--- config.mk ---
export PLATFORM = sky130hd
export DESIGN_NAME = msc_starter
export DESIGN_NICKNAME = d
export VERILOG_FILES = /design/src/hw/msc_pkg.sv /design/src/hw/msc_pins_if.sv /design/src/hw/msc_sync.sv /design/src/hw/msc_tick.sv /design/src/hw/msc_starter.sv
export SDC_FILE = /design/constraint.sdc
export NUM_CORES = 1
export LEC_CHECK = 0
export BUFFER_PORTS_ARGS = -buffer_cell sky130_fd_sc_hd__buf_2
export CAP_MARGIN = 10
export CORE_AREA = 2 2 117 119
export DETAILED_ROUTE_END_ITERATION = 8
export DIE_AREA = 0 0 119 121
export PLACE_DENSITY_LB_ADDON = 0.1
export SLEW_MARGIN = 20
export SYNTH_ARGS = -nofsm -noshare
export SYNTH_HDL_FRONTEND = slang
export SYNTH_SLANG_ARGS = --single-unit
--- constraint.sdc ---
create_clock -name clk_sys -period 1.85 [get_ports clk_sys]
set_input_delay 0.4625 -clock clk_sys [delete_from_list [all_inputs] [get_ports clk_sys]]
set_output_delay 0.4625 -clock clk_sys [all_outputs]
set_load 0.01 [all_outputs]
--- src/hw/msc_pkg.sv ---
// Shared constants and types of the motor starter command block
package msc_pkg;

    ////////////////////
    localparam int ADDR_W = 4;
    localparam int DATA_W = 32;

    localparam logic [3:0] REG_CTRL_OFS = 4'h0;
    localparam logic [3:0] REG_STAT_OFS = 4'h4;

    localparam int CTRL_W          = 4;
    localparam int CTRL_UNDERCUR   = 0;
    localparam int CTRL_DIAG       = 1;
    localparam int CTRL_QUICKSTOP  = 2;
    localparam int CTRL_STD_PROF   = 3;
    localparam logic [3:0] CTRL_RST = 4'h0;

    localparam int STAT_FLAGS_LSB = 0;
    localparam int STAT_DIAG_LSB  = 8;
    localparam int STAT_TRIP_LSB  = 12;

    ////////////////////
    // Timing counts: clock cycles per ms tick, then times in ms ticks
    localparam int TICK_CYCLES   = 200_000;  // 1 ms
    localparam int HOLD_MS       = 1_000;
    localparam int RESTART_MS    = 60_000;
    localparam int FLASH_MS      = 250;
    localparam int DEBOUNCE_MS   = 10;
    localparam int MS_CNT_W      = 16;

    ////////////////////
    // Percent thresholds of rated current and thermal model limit
    localparam logic [7:0] UNDERCUR_PCT = 8'h19;  // 25
    localparam logic [7:0] OVERLOAD_PCT = 8'h6e;  // 110
    localparam logic [7:0] WARN_PCT     = 8'h5a;  // 90
    localparam logic [7:0] LOAD_PCT     = 8'h46;  // 70

    // Diagnostic codes, bit 3 is status bit 1 and bit 0 is status bit 4
    localparam logic [3:0] CODE_NONE      = 4'h0;
    localparam logic [3:0] CODE_CONDUCT   = 4'h2;
    localparam logic [3:0] CODE_OVERLOAD  = 4'h4;
    localparam logic [3:0] CODE_THERMIST  = 4'h6;
    localparam logic [3:0] CODE_MANUAL    = 4'h8;
    localparam logic [3:0] CODE_WARN      = 4'ha;
    localparam logic [3:0] CODE_LOAD      = 4'hd;
    localparam logic [3:0] CODE_GENERIC   = 4'he;

    ////////////////////
    // Index of each pin in the synchronised vector
    localparam int SYN_KEY_OFF  = 0;
    localparam int SYN_KEY_MAN  = 1;
    localparam int SYN_SENS_A   = 2;
    localparam int SYN_SENS_B   = 3;
    localparam int SYN_THERMIST = 4;
    localparam int SYN_CONDUCT  = 5;
    localparam int SYN_PM_FAULT = 6;
    localparam int SYN_MAN_CW   = 7;
    localparam int SYN_MAN_CCW  = 8;
    localparam int SYN_W        = 9;

    typedef enum logic [1:0] {
        FLT_NONE,
        FLT_WAIT,
        FLT_READY
    } msc_fault_e;

endpackage

--- src/hw/msc_pins_if.sv ---
// Raw pin levels and their synchronised copies
`timescale 1ns/1ps
interface msc_pins_if #(parameter int W = 1);
    logic [W-1:0] raw;
    logic [W-1:0] sync;
    modport sync_side (input raw, output sync);
    modport user      (output raw, input sync);
endinterface

--- src/hw/msc_sync.sv ---
// Two-stage synchroniser for asynchronous pin inputs
`timescale 1ns/1ps
module msc_sync #(
    parameter int W = 1
) (
    input  wire logic clk_sys,             // System clock
    input  wire logic reset,               // Sync reset, active high
    msc_pins_if.sync_side pins             // Raw in, synced out
);
    typedef struct packed {
        logic [W-1:0] s1;
        logic [W-1:0] s2;
    } msc_sync_s;

    msc_sync_s s_r;
    msc_sync_s s_nxt;

    always_comb begin
        s_nxt    = s_r;
        s_nxt.s1 = pins.raw;
        s_nxt.s2 = s_r.s1;
    end

    always_ff @(posedge clk_sys) begin
        if (reset) begin
            s_r <= '0;
        end else begin
            s_r <= s_nxt;
        end
    end

    assign pins.sync = s_r.s2;
endmodule // msc_sync

--- src/hw/msc_tick.sv ---
// Millisecond tick generator
`timescale 1ns/1ps
module msc_tick #(
    parameter int TICK_CYCLES = 200000
) (
    input  wire logic clk_sys,             // System clock
    input  wire logic reset,               // Sync reset, active high
    output logic      tick                 // One-cycle pulse per ms
);
    localparam int CW = $clog2(TICK_CYCLES + 1);

    typedef struct packed {
        logic [CW-1:0] cnt;
        logic          tick;
    } msc_tick_s;

    msc_tick_s s_r;
    msc_tick_s s_nxt;

    always_comb begin
        s_nxt      = s_r;
        s_nxt.tick = 1'b0;
        if (s_r.cnt == CW'(TICK_CYCLES - 1)) begin
            s_nxt.cnt  = '0;
            s_nxt.tick = 1'b1;
        end else begin
            s_nxt.cnt = s_r.cnt + 1'b1;
        end
    end

    always_ff @(posedge clk_sys) begin
        if (reset) begin
            s_r <= '0;
        end else begin
            s_r <= s_nxt;
        end
    end

    assign tick = s_r.tick;
endmodule // msc_tick

--- src/hw/msc_starter.sv ---
// Motor starter command decode, fault handling and diagnostics
//
// The placing of the registers and the strobed register port were left to the implementer.
`timescale 1ns/1ps
module msc_starter
    import msc_pkg::*;
#(
    parameter int TICK_CYCLES = msc_pkg::TICK_CYCLES,
    parameter int HOLD_MS     = msc_pkg::HOLD_MS,
    parameter int RESTART_MS  = msc_pkg::RESTART_MS,
    parameter int FLASH_MS    = msc_pkg::FLASH_MS,
    parameter int DEBOUNCE_MS = msc_pkg::DEBOUNCE_MS
) (
    input  wire logic                        clk_sys,        // Clock
    input  wire logic                        reset,          // Sync reset
    // Register port
    input  wire logic [msc_pkg::ADDR_W-1:0]  addr,           // Byte addr
    input  wire logic [msc_pkg::DATA_W-1:0]  wr_data,        // Write data
    input  wire logic                        wr_en,          // Write strobe
    input  wire logic                        rd_en,          // Read strobe
    output logic      [msc_pkg::DATA_W-1:0]  rd_data,        // Read data
    // Fieldbus output bits, same clock
    input  wire logic                        cmd_forward_bit,   // Fwd
    input  wire logic                        cmd_reverse_bit,   // Rev
    input  wire logic                        cmd_actuator_bit,  // Aux
    input  wire logic                        cmd_quickstop_suppress_bit,
    // Fieldbus input bits
    output logic                             stat_auto_mode_bit,   // Auto
    output logic                             stat_group_fault_bit, // 0=flt
    output logic                             stat_sensor_a_bit,    // Sens A
    output logic                             stat_sensor_b_bit,    // Sens B
    // Asynchronous pins
    input  wire logic                        key_off_pin,     // Key OFF
    input  wire logic                        key_manual_pin,  // Key manual
    input  wire logic                        sensor_input_a,  // Sensor A
    input  wire logic                        sensor_input_b,  // Sensor B
    input  wire logic                        thermistor_open, // Open/high R
    input  wire logic                        output_conducting, // Sensed on
    input  wire logic                        power_module_fault, // Other
    input  wire logic                        manual_cw_sel,   // Manual fwd
    input  wire logic                        manual_ccw_sel,  // Manual rev
    // Measurements from power module logic, same clock
    input  wire logic [7:0]                  thermal_pct,     // Model %
    input  wire logic [7:0]                  min_phase_pct,   // Lowest I %
    // Drive and indication
    output logic                             clockwise_run,        // Fwd
    output logic                             counterclockwise_run, // Rev
    output logic                             aux_actuator_output,  // Aux
    output logic                             motor_led_red,        // LED
    // Diagnostic channel
    output logic                             diag_code_bit1,  // Status 1
    output logic                             diag_code_bit2,  // Status 2
    output logic                             diag_code_bit3,  // Status 3
    output logic                             diag_code_bit4,  // Status 4
    output logic                             diag_group_error, // Column
    output logic                             peripheral_error_flag // Flag
);

    ////////////////////
    typedef struct packed {
        logic [CTRL_W-1:0]   ctrl;
        logic [DATA_W-1:0]   rd_data;
        msc_fault_e          fstate;
        logic [3:0]          trip_code;
        logic                trip_per;
        logic [MS_CNT_W-1:0] wait_cnt;
        logic [MS_CNT_W-1:0] hold_cnt;
        logic [MS_CNT_W-1:0] deb_cnt;
        logic [MS_CNT_W-1:0] flash_cnt;
        logic                flash_ph;
        logic [1:0]          key_deb;
        logic [1:0]          fb_dir_prev;
        logic                qs_stop;
        logic [1:0]          qs_dir;
        logic                run_cw;
        logic                run_ccw;
        logic                aux;
        logic [3:0]          fb_stat;
        logic                led;
        logic [3:0]          diag;
        logic                diag_grp;
        logic                diag_per;
    } msc_state_s;

    msc_state_s s_r;
    msc_state_s s_nxt;

    logic ms_tick;

    msc_pins_if #(.W(SYN_W)) pins ();

    ////////////////////
    // Pins pass two flops first
    assign pins.raw[SYN_KEY_OFF]  = key_off_pin;
    assign pins.raw[SYN_KEY_MAN]  = key_manual_pin;
    assign pins.raw[SYN_SENS_A]   = sensor_input_a;
    assign pins.raw[SYN_SENS_B]   = sensor_input_b;
    assign pins.raw[SYN_THERMIST] = thermistor_open;
    assign pins.raw[SYN_CONDUCT]  = output_conducting;
    assign pins.raw[SYN_PM_FAULT] = power_module_fault;
    assign pins.raw[SYN_MAN_CW]   = manual_cw_sel;
    assign pins.raw[SYN_MAN_CCW]  = manual_ccw_sel;

    msc_sync #(.W(SYN_W)) u_sync (
        .clk_sys (clk_sys),
        .reset   (reset),
        .pins    (pins)
    );

    msc_tick #(.TICK_CYCLES(TICK_CYCLES)) u_tick (
        .clk_sys (clk_sys),
        .reset   (reset),
        .tick    (ms_tick)
    );

    ////////////////////
    always_comb begin
        logic [1:0]  key_raw;
        logic        key_off;
        logic        auto_mode;
        logic        sens_a;
        logic        sens_b;
        logic [1:0]  fb_dir;
        logic [1:0]  dir;
        logic        key_reset;
        logic        fb_reset;
        logic        reset_req;
        logic        running;
        logic        undercur;
        logic        overload;
        logic        fault_now;
        logic [3:0]  fault_code;
        logic        fault_per;
        logic        qs_active;
        logic        drive_en;
        logic [3:0]  code;
        logic [DATA_W-1:0] stat_word;

        s_nxt         = s_r;
        s_nxt.rd_data = '0;

        key_raw   = {pins.sync[SYN_KEY_MAN], pins.sync[SYN_KEY_OFF]};
        key_off   = s_r.key_deb[0];
        auto_mode = ~s_r.key_deb[0] & ~s_r.key_deb[1];
        sens_a    = pins.sync[SYN_SENS_A];
        sens_b    = pins.sync[SYN_SENS_B];
        fb_dir    = {cmd_reverse_bit, cmd_forward_bit};
        running   = s_r.run_cw | s_r.run_ccw;

        // Key position must stay put a while
        if (key_raw == s_r.key_deb) begin
            s_nxt.deb_cnt = '0;
        end else if (ms_tick) begin
            if (s_r.deb_cnt == MS_CNT_W'(DEBOUNCE_MS - 1)) begin
                s_nxt.key_deb = key_raw;
                s_nxt.deb_cnt = '0;
            end else begin
                s_nxt.deb_cnt = s_r.deb_cnt + 1'b1;
            end
        end

        // One pulse per OFF hold
        key_reset = key_off & ms_tick &
                    (s_r.hold_cnt == MS_CNT_W'(HOLD_MS - 1));
        if (!key_off) begin
            s_nxt.hold_cnt = '0;
        end else if (ms_tick &&
                     s_r.hold_cnt != MS_CNT_W'(HOLD_MS)) begin
            s_nxt.hold_cnt = s_r.hold_cnt + 1'b1;
        end

        // Reset on entry into 11 only, not while it is held
        fb_reset = (fb_dir == 2'b11) &&
                   (s_r.fb_dir_prev != 2'b11);
        s_nxt.fb_dir_prev = fb_dir;
        reset_req = key_reset | fb_reset;

        ////////////////////
        // Fault sources, most specific code first
        overload = thermal_pct >= OVERLOAD_PCT;
        undercur = s_r.ctrl[CTRL_UNDERCUR] & running &
                   (min_phase_pct < UNDERCUR_PCT);
        fault_per  = 1'b0;
        fault_code = CODE_NONE;
        fault_now  = 1'b1;
        if (pins.sync[SYN_CONDUCT] && !running) begin
            fault_code = CODE_CONDUCT;
            fault_per  = 1'b1;
        end else if (overload) begin
            fault_code = CODE_OVERLOAD;
        end else if (pins.sync[SYN_THERMIST]) begin
            fault_code = CODE_THERMIST;
        end else if (pins.sync[SYN_PM_FAULT] || undercur) begin
            fault_code = CODE_GENERIC;
        end else begin
            fault_now = 1'b0;
        end

        // Trip, lockout, wait for reset
        case (s_r.fstate)
            FLT_NONE: begin
                if (fault_now) begin
                    s_nxt.fstate    = FLT_WAIT;
                    s_nxt.trip_code = fault_code;
                    s_nxt.trip_per  = fault_per;
                    s_nxt.wait_cnt  = '0;
                end
            end
            FLT_WAIT: begin
                if (ms_tick) begin
                    if (s_r.wait_cnt ==
                        MS_CNT_W'(RESTART_MS - 1)) begin
                        s_nxt.fstate = FLT_READY;
                    end else begin
                        s_nxt.wait_cnt = s_r.wait_cnt + 1'b1;
                    end
                end
            end
            FLT_READY: begin
                // A fault still present cannot be reset away
                if (!fault_now && reset_req) begin
                    s_nxt.fstate = FLT_NONE;
                end
            end
            default: begin
                s_nxt.fstate = FLT_NONE;
            end
        endcase

        // Flash phase free-runs so a flashing LED starts at once
        if (ms_tick) begin
            if (s_r.flash_cnt == MS_CNT_W'(FLASH_MS - 1)) begin
                s_nxt.flash_cnt = '0;
                s_nxt.flash_ph  = ~s_r.flash_ph;
            end else begin
                s_nxt.flash_cnt = s_r.flash_cnt + 1'b1;
            end
        end

        case (s_r.fstate)
            FLT_WAIT:  s_nxt.led = 1'b1;
            FLT_READY: s_nxt.led = fault_now | s_r.flash_ph;
            default:   s_nxt.led = 1'b0;
        endcase

        ////////////////////
        // Quick stop; a new stop beats a clear
        qs_active = s_r.ctrl[CTRL_QUICKSTOP] &
                    ~cmd_quickstop_suppress_bit;
        if (qs_active && (sens_a || sens_b)) begin
            s_nxt.qs_stop = 1'b1;
            s_nxt.qs_dir  = auto_mode ? fb_dir : 2'b00;
        end else if (s_r.qs_stop) begin
            if ((auto_mode && fb_dir != s_r.qs_dir) ||
                (!auto_mode && key_reset)) begin
                s_nxt.qs_stop = 1'b0;
            end
        end

        // Direction source follows key mode
        dir = auto_mode ? fb_dir :
              {pins.sync[SYN_MAN_CCW], pins.sync[SYN_MAN_CW]};
        drive_en = (s_r.fstate == FLT_NONE) & ~fault_now &
                   ~s_r.qs_stop & ~key_off;
        s_nxt.run_cw  = drive_en & (dir == 2'b01);
        s_nxt.run_ccw = drive_en & (dir == 2'b10);
        s_nxt.aux     = cmd_actuator_bit;

        s_nxt.fb_stat = {sens_b, sens_a,
                         s_r.fstate == FLT_NONE,
                         auto_mode};

        ////////////////////
        // Diag code; trip, mode, thermal
        s_nxt.diag_grp = 1'b0;
        s_nxt.diag_per = 1'b0;
        if (s_r.fstate != FLT_NONE) begin
            code           = s_r.trip_code;
            s_nxt.diag_grp = 1'b1;
            s_nxt.diag_per = s_r.trip_per;
        end else if (s_r.key_deb[1]) begin
            code = CODE_MANUAL;
        end else if (thermal_pct >= WARN_PCT) begin
            code = CODE_WARN;
        end else if (thermal_pct >= LOAD_PCT) begin
            code = CODE_LOAD;
        end else begin
            code = CODE_NONE;
        end
        if (!s_r.ctrl[CTRL_STD_PROF]) begin
            code[0] = 1'b0;
        end
        if (!s_r.ctrl[CTRL_DIAG]) begin
            code           = CODE_NONE;
            s_nxt.diag_grp = 1'b0;
            s_nxt.diag_per = 1'b0;
        end
        s_nxt.diag = code;

        ////////////////////
        // Register port; unmapped reads return zero
        stat_word = '0;
        stat_word[STAT_FLAGS_LSB +: 7] = {s_r.led, s_r.run_ccw,
                                          s_r.run_cw, auto_mode,
                                          s_r.qs_stop, fault_now,
                                          s_r.fstate != FLT_NONE};
        stat_word[STAT_DIAG_LSB +: 4] = s_r.diag;
        stat_word[STAT_TRIP_LSB +: 4] = s_r.trip_code;

        if (wr_en && addr == REG_CTRL_OFS) begin
            s_nxt.ctrl = wr_data[CTRL_W-1:0];
        end
        if (rd_en) begin
            case (addr)
                REG_CTRL_OFS: s_nxt.rd_data = DATA_W'(s_r.ctrl);
                REG_STAT_OFS: s_nxt.rd_data = stat_word;
                default:      s_nxt.rd_data = '0;
            endcase
        end
    end

    always_ff @(posedge clk_sys) begin
        if (reset) begin
            s_r      <= '0;
            s_r.ctrl <= CTRL_RST;
        end else begin
            s_r <= s_nxt;
        end
    end

    ////////////////////
    assign rd_data              = s_r.rd_data;
    assign stat_auto_mode_bit   = s_r.fb_stat[0];
    assign stat_group_fault_bit = s_r.fb_stat[1];
    assign stat_sensor_a_bit    = s_r.fb_stat[2];
    assign stat_sensor_b_bit    = s_r.fb_stat[3];
    assign clockwise_run        = s_r.run_cw;
    assign counterclockwise_run = s_r.run_ccw;
    assign aux_actuator_output  = s_r.aux;
    assign motor_led_red        = s_r.led;
    assign diag_code_bit1       = s_r.diag[3];
    assign diag_code_bit2       = s_r.diag[2];
    assign diag_code_bit3       = s_r.diag[1];
    assign diag_code_bit4       = s_r.diag[0];
    assign diag_group_error     = s_r.diag_grp;
    assign peripheral_error_flag = s_r.diag_per;

endmodule // msc_starter

==> impl_results.md, run 1 <==
* Outcome: finished, violations left
* Failing checks: negative setup slack
* Final worst-path cycle share at 1.02
* Net Switching at 2020 uW
* Yosys warning total at 0
* Final standard cell utilization of the core at 0.613
* H-tree depth reported by CTS at 4
* Cells taking the most area after synthesis: dfxtp_1, nor2_1, xor2_1
* Row count at 42
* Total gr overflow at 0
* Fin. Hold Viols at 0
* First-pass GRT wire length at 22,500 um
* Vias in the first global route at 4,997
* Leakage power figure at 0.00325 uW
* Part of the power in the clock network at 0.465
* Max-cap violations at 0
* Vias after detailed routing at 5,248
* Proportion of power drawn by combinational gates at 0.135
* Clock-pin slew on the worst setup and hold paths at 0.06 ns
* WP data arrival at 2.19 ns
* Crit path required time at 2.16 ns
* Switching Share at 0.245
* Routed via count divided by cell count at 5.12
* Chip Height at 121 um
* WS Path Type: reg2reg
* Clock network latency to the later pin of the worst-skew pair at 0.43 ns
* Number of enable-type register cells in the synthesized netlist at 0
* Routed len/inst at 12.9 um
* Worst min-delay path category: in2reg
* Die area at 14,400 um^2
* Number of setup violations in the final report at 3
* Fraction of final layout cells sized beyond drive strength 1 at 0.240
* Unrepaired setup endpoints after global routing: yes
* Asr flop ratio synth at 0
* Summed negative setup slack over all endpoints at -0.0781 ns
* Maximum resistive drop on vdd at 0.582 mV
* Hold-fix buffers, CTS at 0
* First-pass iteration count of the detailed router at 4
* Violation count after the first detailed-route iteration at 298
* Distinct cell type count after synthesis at 61
* Smallest setup slack after layout at -0.0291 ns
* CTS tree: built
* Core footprint at 13,100 um^2
* Critical path fanouts, max at 3
* Clock tree skew after final layout at 0.00546 ns
* Number of nets in the layout at 916
* Power density over cell area at 1030 nW/um^2
* Routed wire length at 13,200 um
* I/O Buffers at 67
* Post-Syn Area per Cell at 8.85 um^2
* Count of pins over their slew limit at 0
* Final worst path period need at 1.88 ns
* Antenna violation net count after detailed routing at 0
* HPWL Detailed at 9550 um
* Die span in x at 119 um
* Cells after Synth at 722
* Setup crit start kind: flop
* Most frequently used flop master after synthesis: dfxtp_1
* Sequential power share at 0.401
* Total power at 8260 uW
* Biggest area consumer among synthesized cells: dfxtp_1
* Post-synthesis sequential area ratio at 0.461
* Kind of end point of the critical path: flop
* Area delta synth->final at 25.5%
* Netlist area before placement at 6390 um^2
* RePlAce Congestion at 0.838
* Antenna violations before repair at 0
* Cts bufs inserted at 17
* Largest buffer count on any clock path at 2
* Cell chosen for the clock root: clkbuf_16
* Largest net degree at the start of global routing at 24
* CTS Sinks at 147
* Synth top area share at 0.461
* Ports placed on the boundary at 115
* Antenna diode instance count at 0
* Internal portion of total power at 6240 uW
* Effective utilization at floorplan at 0.488
* Max Clk Rate at 0.532 GHz
* #FFs+latches synth at 147
* Total routing resource utilization after global routing at 0.194
* Drc violations at 0
==> stage by stage <==
step	hold WS, ns	cells	instance area [um^2]	worst slack, ns
floorplan	0.414	739	6510	-0.0260
CTS	0.235	1024	7920	-0.0627
global placement	0.430	991	7210	-0.232
detailed placement	0.433	991	7210	-0.243
global route	0.238	1025	8020	-0.134
finish	0.247	1025	8020	-0.0291
==> critical path: stages (launching register included) <==
cell and delay [ns]:
dfxtp_2 0.32, or4_4 0.55, nor4_4 0.35, buf_4 0.17, a21bo_4 0.14, nor2_1 0.05, xnor2_1 0.12, nor2_1 0.05
==> worst paths after layout <==
| check | from | end | slack (ns) | cells after the start |
|---|---|---|---|---|
| min | manual_ccw_sel | u_sync.s_nxt[8]$_SDFF_PP0_ | 0.25 | 2 |
| max | s_r[65]$_SDFFE_PP0P_ | s_r[56]$_SDFFE_PP0P_ | -0.03 | 7 |
| min reg2reg | u_sync.s_nxt[6]$_SDFF_PP0_ | u_sync.pins.sync[6]$_SDFF_PP0_ | 0.45 | 1 |
| max reg2reg | s_r[65]$_SDFFE_PP0P_ | s_r[56]$_SDFFE_PP0P_ | -0.03 | 7 |
==> power groups by stage <==
stage | clock, uW | combinational [uW] | sequential, uW
after global routing | 4050 | 1210 | 3320
final | 3840 | 1110 | 3310
after floorplan | 0 | 682 | 3380
after detailed placement | 0 | 1060 | 3370
after CTS | 3910 | 1070 | 3310
after global placement | 0 | 1030 | 3370
==> sequential cells by signal, summed over array words and instances (netlist names) <==
signal and count:
stat_sensor_b_bit 1, u_tick.s_r 18, stat_group_fault_bit 1, diag_code_bit1 1, clockwise_run 1, stat_sensor_a_bit 1
counterclockwise_run 1, diag_group_error 1, s_r 82, diag_code_bit2 1, aux_actuator_output 1, u_sync.pins.sync 9
rd_data 14, u_sync.s_nxt 9, motor_led_red 1, u_tick.tick 1, diag_code_bit4 1, stat_auto_mode_bit 1
peripheral_error_flag 1, diag_code_bit3 1
==> layout by cell type, fill, tap and decap left out, types with 5 or more instances in the layout <==
| cell type | Yosys | routed |
|---|---|---|
| a211oi_1 | 5 | 5 |
| a21oi_1 | 31 | 27 |
| a21oi_2 | 2 | 5 |
| a31oi_1 | 13 | 13 |
| and2_1 | 13 | 13 |
| and3_1 | 15 | 14 |
| buf_2 | 3 | 67 |
| buf_4 | 32 | 64 |
| bufinv_16 | 0 | 5 |
| clkbuf_16 | 0 | 17 |
| conb_1 | 1 | 18 |
| dfxtp_1 | 147 | 143 |
| ha_1 | 11 | 10 |
| inv_1 | 18 | 18 |
| mux2i_1 | 6 | 6 |
| nand2_1 | 52 | 52 |
| nand2b_1 | 9 | 9 |
| nand3_1 | 43 | 39 |
| nand4_1 | 16 | 16 |
| nor2_1 | 102 | 100 |
| nor2b_1 | 22 | 22 |
| nor3_1 | 15 | 14 |
| nor4_1 | 8 | 7 |
| o21a_1 | 5 | 5 |
| o21ai_0 | 11 | 11 |
| or3_1 | 5 | 5 |
| xnor2_1 | 21 | 20 |
| xor2_1 | 40 | 40 |
==> synth_stat cells (3+ instances only) <==
cell type and n:
a311oi_1 3, clkbuf_1 15, nand2b_1 9, buf_2 3, buf_4 32, a21oi_1 31, nor4b_1 3, nand2_1 52
nand4b_1 3, nor3_1 15, nand4_1 16, inv_1 18, nor2b_1 22, or3_1 5, nor4_1 8, a41oi_1 3
nor3b_1 3, dfxtp_1 147, and3_1 15, a211oi_1 5, o21ai_0 11, xnor2_1 21, or4_1 3, xor2_1 40
a31oi_1 13, mux2i_1 6, nand3_1 43, and2_1 13, buf_1 6, nor2_1 102, a22oi_1 4, and4_1 3
o21a_1 5, ha_1 11
==> routing by layer <==
| layer | part of all wire | GRT usage |
|---|---|---|
| met5 | 0 | 0 |
| met1 | 0.45 | 0.233 |
| met4 | 0.018 | 0.0856 |
| met3 | 0.046 | 0.0498 |
| met2 | 0.49 | 0.328 |
==> area by class of cell <==
cell class	instances	area (um^2)
Timing Repair Buffer	134	850
Clock buffer	21	470
Tap cell	176	220
Sequential cell	147	2950
Inverter	19	71.3
Multi-Input combinational cell	517	3260
Clock inverter	11	198
Fill cell	1121	5070
==> cell families (layout without fill, tap and decap cells) <==
kind of cell	count (synthesis)	in the layout	synth area share
fa+ha+maj	11	11	0.0215
mux	6	6	0.00940
flops	147	147	0.461
simple gates	328	328	0.262
buf+inv	75	185	0.0635
xor+xnor	61	61	0.0836
other cells	1	18	0.000587
compound gates	93	93	0.0981
==> timing repair <==
| item | 4_1_cts | 5_1_grt |
|---|---|---|
| setup endpoints to repair | 17 | 37 |
| endpoints found under the hold margin | 0 | 0 |
| resized for setup | 7 | 23 |
| setup buffers | 1 | 1 |
| pin swaps | 9 | 12 |
Power figures use the tool's default switching activity.
==> inputs of run 2 (changes only) <==
- CORE_AREA: 2 2 117 119 -> 2 2 107 109
- DIE_AREA: 0 0 119 121 -> 0 0 109 111
- clock period: 1.85 -> 2.41 ns (I/O delays scaled with it)
==> impl_results.md, run 2 (synthesized netlist as in run 1, its figures left out) <==
* Power density over cell area at 840 nW/um^2 (-18%)
* Clock tree skew after final layout at 0.00897 ns (+0.00351 ns)
* Timing startpoint of the critical path: s_r[70]$_SDFFE_PP0P_
* Routed len/inst at 13.3 um (+3.5%)
* Violation count after the first detailed-route iteration at 315 (+5.7%)
* Cell chosen for the clock root: clkbuf_16
* Setup crit start kind: flop
* Outcome: completed
* Max Clk Rate at 0.451 GHz (-15%)
* Total routing resource utilization after global routing at 0.219 (+0.0252)
* Hold-fix buffers, CTS at 0 (unchanged)
* Routed wire length at 12,500 um (-5.0%)
* First-pass iteration count of the detailed router at 4 (unchanged)
* Die span in x at 109 um (-8.4%)
* Effective utilization at floorplan at 0.577 (+0.0885)
* Drc violations at 0 (unchanged)
* Largest buffer count on any clock path at 2 (unchanged)
* Clock network latency to the later pin of the worst-skew pair at 0.42 ns (about the same)
* Cts bufs inserted at 17 (unchanged)
* Number of nets in the layout at 865 (-5.6%)
* Startpoint of the lowest-slack hold path: sensor_input_a
* Chip Height at 111 um (-8.3%)
* Most common cell after layout, fill and taps aside: dfxtp_1
* Number of filler cells placed in the layout at 900 (-20%)
* Antenna violations before repair at 0 (unchanged)
* Routed via count divided by cell count at 5.36 (+4.8%)
* CTS tree: built
* First-pass GRT wire length at 21,100 um (-6.3%)
* Clock-pin slew on the worst setup and hold paths at 0.06 ns (about the same)
* Worst min-delay path category: in2reg
* H-tree depth reported by CTS at 4 (unchanged)
* Antenna violation net count after detailed routing at 0 (unchanged)
* Kind of end point of the critical path: flop
* Leakage power figure at 0.00292 uW (-10%)
* Largest net degree at the start of global routing at 28 (+17%)
* Fin area at 7430 um^2 (-7.3%)
* Fraction of final layout cells sized beyond drive strength 1 at 0.164 (-0.0761)
* Crit path required time at 2.75 ns (+0.59 ns)
* Vias after detailed routing at 5,047 (-3.8%)
* RePlAce Congestion at 0.876 (+4.6%)
* Area delta synth->final at 16.3%
* Final worst-path cycle share at 0.919 (-0.0964)
* Unrepaired setup endpoints after global routing: no
* Most frequent cells in the layout: dfxtp_1, nor2_1, buf_2, nand2_1, nand3_1
* Summed negative setup slack over all endpoints at 0 ns (+0.0781 ns)
* WP data arrival at 2.56 ns (+0.37 ns)
* Maximum resistive drop on vdd at 0.649 mV (+12%)
* Setup fix buffers added after clock tree synthesis at 0 (-1)
* Vias in the first global route at 4,797 (-4.0%)
* Max-cap violations at 0 (unchanged)
* CTS Sinks at 147 (unchanged)
* Worst reg2reg path depth at 8 (+1)
* Fin. Hold Viols at 0 (unchanged)
* Endpoint of the most critical register-to-register path: s_r[75]$_SDFFE_PP0P_
* Final worst path period need at 2.22 ns (+0.336 ns)
* Die area at 12,100 um^2 (-16%)
* Ports placed on the boundary at 115 (unchanged)
* WS Path Type: reg2reg
* Max FFs per register at 82 (unchanged)
* Transition time of the tightest slew-check pin at 0.621 ns
* Total gr overflow at 0 (unchanged)
* Depth of the worst hold-timing path at 2 (unchanged)
* Row count at 39 (-7.1%)
* Critical path fanouts, max at 7 (+4)
* I/O Buffers at 67 (unchanged)
* Register containing the most flip-flops in the final layout: s_r
* Count of pins over their slew limit at 0 (unchanged)
* Slew headroom at 0.586
* Number of setup violations in the final report at 0 (-3)
* Minimum setup slack among reg-to-reg paths at 0.19 ns (+0.22 ns)
* Core footprint at 11,100 um^2 (-15%)
* Antenna diode instance count at 0 (unchanged)
* HPWL Detailed at 8910 um (-6.7%)
* Reg2reg start: s_r[70]$_SDFFE_PP0P_
* Area after DPL at 6750 um^2 (-6.4%)
* Post_cts resized at 0 (-7)
* Worst min-delay path endpoint: u_sync.s_nxt[2]$_SDFF_PP0_
[run 2: cell count changes in the layout (fill, tap and decap cells not counted), sizes merged]
cell      previous run  this run
clkbuf              21        17
inv                 20        21
clkinvlp             1         2
clkinv               4         5
buf                134        83
bufinv               5         6
[run 2: worst max-delay path: stages (launching register included)]
cell,delay (ns)
dfxtp_1,0.39
ha_1,0.25
nand4_2,0.21
nor4_2,0.49
a2bb2oi_2,0.18
a21oi_2,0.07
or2_0,0.23
buf_4,0.16
a31oi_1,0.16
[run 2: area by class of cell]
type	instances	area, um^2	area share
timing repair buffer	83	455	0.0613
tap	143	179	0.0241
sequential	147	2940	0.396
multi-input combinational	517	3100	0.418
clock inverter	15	253	0.0340
clock buffer	17	425	0.0573
inverter	19	71.3	0.00960
[run 2: where the power goes]
part / switching, uW / internal, uW / leakage [uW] / total (uW)
Combinational: 440 / 282 / 0.00140 / 722
Clock: 1030 / 1950 / 0.000324 / 2980
Sequential: 42.6 / 2500 / 0.00119 / 2540
Total: 1510 / 4730 / 0.00292 / 6240
[run 2: worst max-delay path by stage]
stage               depth (start not counted)                    to  slack, ns
floorplan                                   7  s_r[76]$_SDFFE_PP0P_       0.25
global placement                            8  s_r[79]$_SDFFE_PP0P_       0.06
detailed placement                          8  s_r[76]$_SDFFE_PP0P_       0.01
CTS                                         8  s_r[75]$_SDFFE_PP0P_       0.18
global route                                8  s_r[75]$_SDFFE_PP0P_       0.03
finish                                      8  s_r[75]$_SDFFE_PP0P_       0.19
[run 2: per-stage QoR]
step / utilization / worst slack (ns) / total power (uW) / std cells / hold slack [ns]
final: 0.671 / 0.194 / 6240 / 941 / 0.389
after global routing: 0.671 / 0.0324 / 6490 / 941 / 0.388
after CTS: 0.671 / 0.182 / 6300 / 941 / 0.376
after detailed placement: 0.610 / 0.0111 / 3310 / 909 / 0.424
after global placement: 0.610 / 0.0634 / 3280 / 909 / 0.418
after floorplan: - / 0.255 / 3080 / 739 / 0.414
[run 2: per-layer routing]
layer  wire [um]  track usage  part of all wire  vias up
met5           0            0                 0        -
met4         135       0.0829             0.011        0
met3         541       0.0606             0.043       13
met2        6310        0.376              0.50      104
met1        5540        0.257              0.44     2366
li1            -            -                 -     2564
